$ cat src/tcc_pkg.sv
// What this block does
// - on compare match with inversion enabled, toggle the timer output level
// - on match counter keeps counting; match interrupt request is raised
// - toggle output starts low when output is first enabled
// - capture loads count within 3 clocks of edge, holds until next edge
// - edge select: 00 off, 01 rising, 10 falling, 11 both edges
// - read buffer tracks count, freezes after low-byte read strobe rises
// - read buffer resumes tracking after high-byte read strobe falls
// - reset clears counter to zero, then it free-runs again
// - byte reads come low then high; lone low read keeps buffer held
// - counter keeps counting after stop release, so its value is undefined
// - a compare rewrite may double the interval or distort the waveform
// - match interrupt stays high half a count clock after generation; one clock in main clock mode
// - clock select 00 main clock, 01 main clock divided by 32, else prohibited
// - overflow flag set on counter overflow, cleared by reset or software
// - output enable 0 gives port pin; 1 carries timer output
package tcc_pkg;
  localparam int CNT_W = 16;
  localparam logic [1:0] CLK_SEL_MAIN = 2'h0;
  localparam logic [1:0] CLK_SEL_DIV32 = 2'h1;
  localparam int DIV32_RATIO = 32;
  localparam logic [1:0] EDGE_OFF = 2'h0;
  localparam logic [1:0] EDGE_RISE = 2'h1;
  localparam logic [1:0] EDGE_FALL = 2'h2;
  localparam logic [1:0] EDGE_BOTH = 2'h3;
  localparam logic [15:0] COUNT_RESET = 16'h0000;
endpackage : tcc_pkg

$ cat src/tcc_cap_if.sv
`timescale 1ns/1ps
// capture path signals between the top and the edge detector
interface tcc_cap_if;
  logic [1:0] edge_sel;
  logic       edge_hit;
  modport detector (input edge_sel, output edge_hit);
  modport owner (output edge_sel, input edge_hit);
endinterface : tcc_cap_if

$ cat src/tcc_timer.sv
`timescale 1ns/1ps
module tcc_timer
  import tcc_pkg::*;
#(
  parameter int DIV_RATIO = DIV32_RATIO
) (
  input wire logic clock,
  input wire logic rst_n,
  input wire logic [1:0] count_clock_sel,
  input wire logic [1:0] capture_edge_sel,
  input wire logic inversion_control_bit,
  input wire logic output_enable_bit,
  input wire logic match_irq_mask,
  input wire logic match_irq_flag_clr,
  input wire logic overflow_flag_clr,
  input wire logic [15:0] compare_value_in,
  input wire logic compare_lo_we,
  input wire logic compare_hi_we,
  input wire logic count_lo_rd,
  input wire logic count_hi_rd,
  input wire logic capture_trigger_pin,
  input wire logic port_latch,
  output logic shared_port_pin,
  output logic [15:0] compare_value_reg,
  output logic [15:0] capture_value_reg,
  output logic [15:0] count_read_data,
  output logic match_interrupt,
  output logic match_irq_flag,
  output logic overflow_flag,
  output logic toggle_output
);
  // *************************************************
  // checks and local state
  // *************************************************
  // divider counts in 8 bits and needs at least two phases
  if (DIV_RATIO < 2 || DIV_RATIO > 256) begin : g_bad_div
    $error("DIV_RATIO out of range");
  end

  // divider end count and half a count clock, both in system clocks
  localparam logic [7:0] DIV_LAST = 8'(DIV_RATIO - 1);
  localparam logic [7:0] DIV_HALF = 8'(DIV_RATIO / 2);

  // counter, prescaler, irq window and strobe history
  logic [15:0] free_run_counter;
  logic [7:0] div_cnt;
  logic [7:0] irq_hold;
  logic buf_held;
  logic lo_rd_d;
  logic hi_rd_d;
  logic oe_d;
  logic inv_d;
  tcc_cap_if cap ();
  // next values, decoded by the assignments beside each process
  logic next_match_flag;
  logic next_ovf_flag;
  logic [7:0] next_irq_hold;
  logic next_irq;
  logic next_toggle;
  logic next_pin;
  logic [15:0] next_read_data;
  logic [15:0] next_capture;

  // *************************************************
  // count clock and match decode
  // *************************************************
  // prohibited codes stall the counter rather than run at a guessed rate
  wire div_tick = (div_cnt == DIV_LAST);
  wire count_tick = (count_clock_sel == CLK_SEL_MAIN) ||
                    ((count_clock_sel == CLK_SEL_DIV32) && div_tick);
  wire match_now = count_tick && (free_run_counter == compare_value_reg);
  // overflow is the tick that leaves all ones
  wire wrap_now = count_tick && (free_run_counter == 16'hffff);
  // strobe and enable edges from last cycle's copies
  wire lo_rise = count_lo_rd & ~lo_rd_d;
  wire hi_fall = ~count_hi_rd & hi_rd_d;
  wire oe_rise = output_enable_bit & ~oe_d;
  // half a count clock in system clocks; main clock mode gives one cycle
  wire [7:0] half_len = (count_clock_sel == CLK_SEL_DIV32) ? DIV_HALF : 8'h01;
  // a steady enable flips once per match, keeping a clean square wave;
  // only a fresh enable inside the high window adds the extra flip
  wire inv_rise = inversion_control_bit & ~inv_d;
  wire invert_now = (inversion_control_bit && match_now) ||
                    (inv_rise && irq_hold != 8'h00);

  // edge select passes straight through to the detector
  assign cap.edge_sel = capture_edge_sel;

  // synchronizer and edge decode live in their own module
  tcc_edge_detect u_edge (
    .clock(clock),
    .rst_n(rst_n),
    .pin_raw(capture_trigger_pin),
    .cap(cap)
  );

  // *************************************************
  // counter and prescaler
  // *************************************************
  // counter never clears on match, only wraps
  always_ff @(posedge clock) begin
    if (!rst_n) begin
      free_run_counter <= COUNT_RESET;
      div_cnt <= 8'h00;
    end else begin
      // prescaler free-runs, so a mode change may land on any phase
      div_cnt <= div_tick ? 8'h00 : div_cnt + 8'h01;
      if (count_tick) begin
        free_run_counter <= free_run_counter + 16'h0001;
      end
    end
  end

  // *************************************************
  // compare register, flags and interrupt
  // *************************************************
  // byte writes land independently; sequencing is software's duty
  always_ff @(posedge clock) begin
    if (!rst_n) begin
      compare_value_reg <= 16'h0000;
    end else begin
      if (compare_lo_we) begin
        compare_value_reg[7:0] <= compare_value_in[7:0];
      end
      if (compare_hi_we) begin
        compare_value_reg[15:8] <= compare_value_in[15:8];
      end
    end
  end

  // set wins over clear for both sticky flags
  assign next_match_flag = match_now | (match_irq_flag & ~match_irq_flag_clr);
  assign next_ovf_flag = wrap_now | (overflow_flag & ~overflow_flag_clr);
  // window reloads on each match, otherwise runs down to zero and rests
  assign next_irq_hold = match_now ? half_len :
                         (irq_hold != 8'h00) ? irq_hold - 8'h01 : 8'h00;
  // mask gates only the request line, the flag still records the match
  assign next_irq = (match_now || irq_hold > 8'h01) && !match_irq_mask;

  // sticky match and overflow flags
  always_ff @(posedge clock) begin
    if (!rst_n) begin
      match_irq_flag <= 1'b0;
      overflow_flag <= 1'b0;
    end else begin
      match_irq_flag <= next_match_flag;
      overflow_flag <= next_ovf_flag;
    end
  end

  // interrupt line and its high window
  always_ff @(posedge clock) begin
    if (!rst_n) begin
      irq_hold <= 8'h00;
      match_interrupt <= 1'b0;
    end else begin
      irq_hold <= next_irq_hold;
      match_interrupt <= next_irq;
    end
  end

  // *************************************************
  // toggle output and shared pin
  // *************************************************
  // enable edge forces low first, otherwise each inversion flips the level
  assign next_toggle = oe_rise ? 1'b0 : toggle_output ^ invert_now;
  // pin shows the new level on the same edge as the flip, not one later
  assign next_pin = output_enable_bit ? next_toggle : port_latch;

  // toggle state, enable history and the registered pin
  always_ff @(posedge clock) begin
    if (!rst_n) begin
      toggle_output <= 1'b0;
      oe_d <= 1'b0;
      inv_d <= 1'b0;
      shared_port_pin <= 1'b0;
    end else begin
      toggle_output <= next_toggle;
      oe_d <= output_enable_bit;
      inv_d <= inversion_control_bit;
      shared_port_pin <= next_pin;
    end
  end

  // *************************************************
  // capture register
  // *************************************************
  // capture only on a decoded edge, otherwise hold until the next one
  assign next_capture = cap.edge_hit ? free_run_counter : capture_value_reg;
  // software must stop edges while reading, a hit overwrites the value
  always_ff @(posedge clock) begin
    if (!rst_n) begin
      capture_value_reg <= 16'h0000;
    end else begin
      capture_value_reg <= next_capture;
    end
  end

  // *************************************************
  // counter read buffer
  // *************************************************
  // frozen from the strobe edge on, so the value of the edge before is kept
  assign next_read_data = (!buf_held && !lo_rise) ? free_run_counter : count_read_data;
  // a lone low read leaves the buffer held until a high read ends
  always_ff @(posedge clock) begin
    if (!rst_n) begin
      lo_rd_d <= 1'b0;
      hi_rd_d <= 1'b0;
      buf_held <= 1'b0;
      count_read_data <= COUNT_RESET;
    end else begin
      lo_rd_d <= count_lo_rd;
      hi_rd_d <= count_hi_rd;
      if (lo_rise) begin
        buf_held <= 1'b1;
      end else if (hi_fall) begin
        buf_held <= 1'b0;
      end
      count_read_data <= next_read_data;
    end
  end
endmodule : tcc_timer

$ cat src/tcc_edge_detect.sv
`timescale 1ns/1ps
module tcc_edge_detect
  import tcc_pkg::*;
(
  input wire logic clock,
  input wire logic rst_n,
  input wire logic pin_raw,
  tcc_cap_if.detector cap
);
  logic sync_a;
  logic sync_b;
  logic prev;
  wire rise = sync_b & ~prev;
  wire fall = ~sync_b & prev;
  wire hit_rise = (cap.edge_sel == EDGE_RISE) && rise;
  wire hit_fall = (cap.edge_sel == EDGE_FALL) && fall;
  wire hit_both = (cap.edge_sel == EDGE_BOTH) && (rise || fall);

  // two-stage synchronizer, edge logic reads only the second stage
  always_ff @(posedge clock) begin
    if (!rst_n) begin
      sync_a <= 1'b0;
      sync_b <= 1'b0;
      prev <= 1'b0;
    end else begin
      sync_a <= pin_raw;
      sync_b <= sync_a;
      prev <= sync_b;
    end
  end

  // edge code 00 never hits, so capture is off
  assign cap.edge_hit = hit_rise | hit_fall | hit_both;
endmodule : tcc_edge_detect

$ cat config.mk
export PLATFORM = sky130hd
export DESIGN_NAME = tcc_timer
export DESIGN_NICKNAME = d
export VERILOG_FILES = /design/src/tcc_pkg.sv /design/src/tcc_cap_if.sv /design/src/tcc_timer.sv /design/src/tcc_edge_detect.sv
export SDC_FILE = /design/constraint.sdc
export NUM_CORES = 1
export LEC_CHECK = 0
export BUFFER_PORTS_ARGS = -buffer_cell sky130_fd_sc_hd__buf_2
export CELL_PAD_IN_SITES_DETAIL_PLACEMENT = 0
export CELL_PAD_IN_SITES_GLOBAL_PLACEMENT = 1
export CORE_MARGIN = 4
export CORE_UTILIZATION = 40
export CTS_BUF_LIST = sky130_fd_sc_hd__clkbuf_8
export DETAILED_ROUTE_END_ITERATION = 7
export GPL_TIMING_DRIVEN = 0
export PLACE_DENSITY = 0.8
export SLEW_MARGIN = 40
export SYNTH_ARGS = -nofsm -noshare
export SYNTH_HDL_FRONTEND = slang
export SYNTH_SLANG_ARGS = --single-unit
$ cat constraint.sdc
create_clock -name clock -period 2.4 [get_ports clock]
set_clock_uncertainty 0.05 [all_clocks]
set_input_delay 0.36 -clock clock [delete_from_list [all_inputs] [get_ports clock]]
set_output_delay 0.36 -clock clock [all_outputs]
set_load 0.05 [all_outputs]
==> metrics.yaml <==
rows: 36
ff_latch_area_um2: 1860
hold_class: "in -> reg"
synth_top_area_share_pct: 47.0
cpPeakStageDelay_ns: 0.41
rr_endpoint: "shared_port_pin$_SDFF_PN0_"
grt_max_degree: 16
r2r-start: "div_cnt[0]$_SDFF_PP0_"
drive_gt1_share_pct: 21.6
finalHoldViolations: 0
syn-num-nets: 453
min_to: "u_edge.sync_a$_SDFF_PN0_"
clk_pin_slew_worst_paths_ns: 0.09
grt_use_met2_pct: 25.3
outcome: "finished clean"
cts_tree: "built"
start_kind: "flop"
final-instance-count-excl-fill: 646
min_path_cells: 2
fin_setup_tns_ns: 0
grtUsageMet1_pct: 21.5
synth_seq_cells: 93
antenna_found_initial: 0
post-dp-hpwl_mm: 6.75
worst_slew_pin_slew_ns: 0.589
whs_ns: 0.151
portBuffers: 83
avgSynthCellArea_um2: 9.57
arrival_ns: 2.38
fillers: 965
place_inst: 630
path_class: "reg -> reg"
postCtsSetupBuffers: 0
leakagePower_nw: 2.17
clock-sinks: 93
grt_pass1_wl_mm: 14.3
rsz0062_at_grt: "no"
path_buf_inv: 0
first_global_vias: 2811
clockBufferDepth: 2
synth_common_cells: "dfxtp_1 (93), nand2_1 (47), nor2b_1 (35), mux2i_1 (33), and2_1 (24)"
critPathTopFamily: "compound AO/OA/AOI/OAI gates"
crit_fanout: 4
pin_count: 86
setup_viol: 0
route.detailed.drc: 0
area_growth_pct: 18.9
finalMaxSlewViolations: 0
synth.most_common_cell: "dfxtp_1"
cp.required_ns: 2.59
wirelength_mm: 8.98
power_density_nw_per_um2: 698
clkLatencyLatePin_ns: 0.35
die_h_um: 108
r2r_slack_ns: 0.21
cts_hold_buf: 0
slowest_stage: "a2111oi_2"
ys_warn_count: 0
max-slew-margin-rel_pct: 60.7
ant_nets: 0
worst-r2r-cell-count: 7
min_from: "capture_trigger_pin"
root_buffer: "clkbuf_8"
cts_buffers: 9
synth-edff-count: 0
grt_overflow: 0
yosysUniqueCellTypes: 43
diodes: 0
htreeDepth: 3
path_cells: "ha_1 > and4_1 > a21o_2 > nand3_1 > o221a_1 > a2111oi_2 > o21ai_1"
die_area_um2: 11600
synthTopCellsByArea: "dfxtp_1 (47%), mux2i_1 (8.3%), nor2b_1 (5.5%)"
nets: 547
synthesis.area_um2: 3960
ctsResizeCount: 0
critPathCaptureType: "flop"
vias_per_cell: 4.68
period_share_pct: 91.1
initial_core_util_pct: 40.7
ir_drop_v: 0.000333
core_area_um2: 9730
dr_total_vias: 3026
grt.met3_usage_pct: 2.58
async_reset_ff_share_pct: 0
wl_per_cell_um: 13.9
track_usage_pct: 15.9
die_w_um: 108
synth_ff_type: "dfxtp_1"
yosysTopAreaCell: "dfxtp_1"
maxCapViolations: 0
drt_iter0_drc: 150
gp_congestion: 0.732
firstDrtPassIters: 4
yosysSeqAreaShare_pct: 47.0
multi_input_area_um2: 1950
fmaxAchievable_mhz: 457
synthCells: 414
grt_busiest_layer: "met2"
fin_crit_ns: 2.19
==> cells in the final DEF (no fill, tap or decap), types with 3 or more instances in the layout <==
master     n
clkbuf_8   9
xnor2_1   15
inv_1     14
nand4_1    4
and3_1     3
a21oi_1    3
and4_1     4
and2_1    24
nor2_1    17
mux2i_1   33
nor2b_1   35
nand2b_1   3
nor3_1     3
o21ai_0    6
or3_1      4
ha_1       6
nand2_1   47
buf_2     86
xor2_1    22
clkbuf_1  17
a21boi_0  23
nor4_1     6
dfxtp_1   93
nand3_1    9
==> worst max path at each step <==
stage | startpoint | to | cells past startpoint
global route | div_cnt[0]$_SDFF_PP0_ | shared_port_pin$_SDFF_PN0_ | 7
detailed placement | div_cnt[0]$_SDFF_PP0_ | shared_port_pin$_SDFF_PN0_ | 7
CTS | div_cnt[0]$_SDFF_PP0_ | shared_port_pin$_SDFF_PN0_ | 7
floorplan | compare_value_reg[5]$_SDFFE_PN0P_ | shared_port_pin$_SDFF_PN0_ | 6
global placement | div_cnt[0]$_SDFF_PP0_ | shared_port_pin$_SDFF_PN0_ | 7
finish | div_cnt[0]$_SDFF_PP0_ | shared_port_pin$_SDFF_PN0_ | 7
==> through the flow <==
stage	setup WS (ns)	cell area (µm²)	util, %	total power [W]
2_1_floorplan	0.306	3960	-	0.00225
3_3_place_gp	0.247	4540	46.7	0.00240
3_5_place_dp	0.231	4540	46.7	0.00241
4_1_cts	0.200	4710	48.4	0.00332
5_1_grt	0.0487	4710	48.4	0.00349
6_report	0.213	4710	48.4	0.00329
==> cell families (layout without fill, tap and decap cells) <==
| logic type | Yosys count | after routing | synth area share (%) |
|---|---|---|---|
| DFF | 93 | 93 | 47.0 |
| and+or+nand+nor | 168 | 168 | 23.0 |
| adders and majority gates | 6 | 6 | 1.89 |
| AOI/OAI and AO/OA | 43 | 43 | 7.96 |
| buffers and inverters | 34 | 133 | 3.69 |
| xor gates and xnor gates | 37 | 37 | 8.18 |
| muxes | 33 | 33 | 8.34 |
==> where the power goes <==
| group | switching, W | total (W) | internal (W) |
|---|---|---|---|
| clock | 0.000547 | 0.000918 | 0.000371 |
| sequential | 0.0000808 | 0.00172 | 0.00164 |
| combinational | 0.000385 | 0.000656 | 0.000271 |
==> per-layer routing <==
metal  part of all wire, %  wire [µm]
met1                    48       4290
met2                    46       4150
met3                   4.6        411
met4                   1.5        136
met5                     0          0
==> cell type report <==
class / count / area share (%)
Inverter: 12 / 0.956
Sequential cell: 93 / 39.5
Multi-Input combinational cell: 287 / 41.5
Timing Repair Buffer: 83 / 8.81
Buffer: 22 / 2.15
Clock inverter: 7 / 0.956
Clock buffer: 9 / 2.63
Tap cell: 133 / 3.53
(Power assumes the default switching activity.)
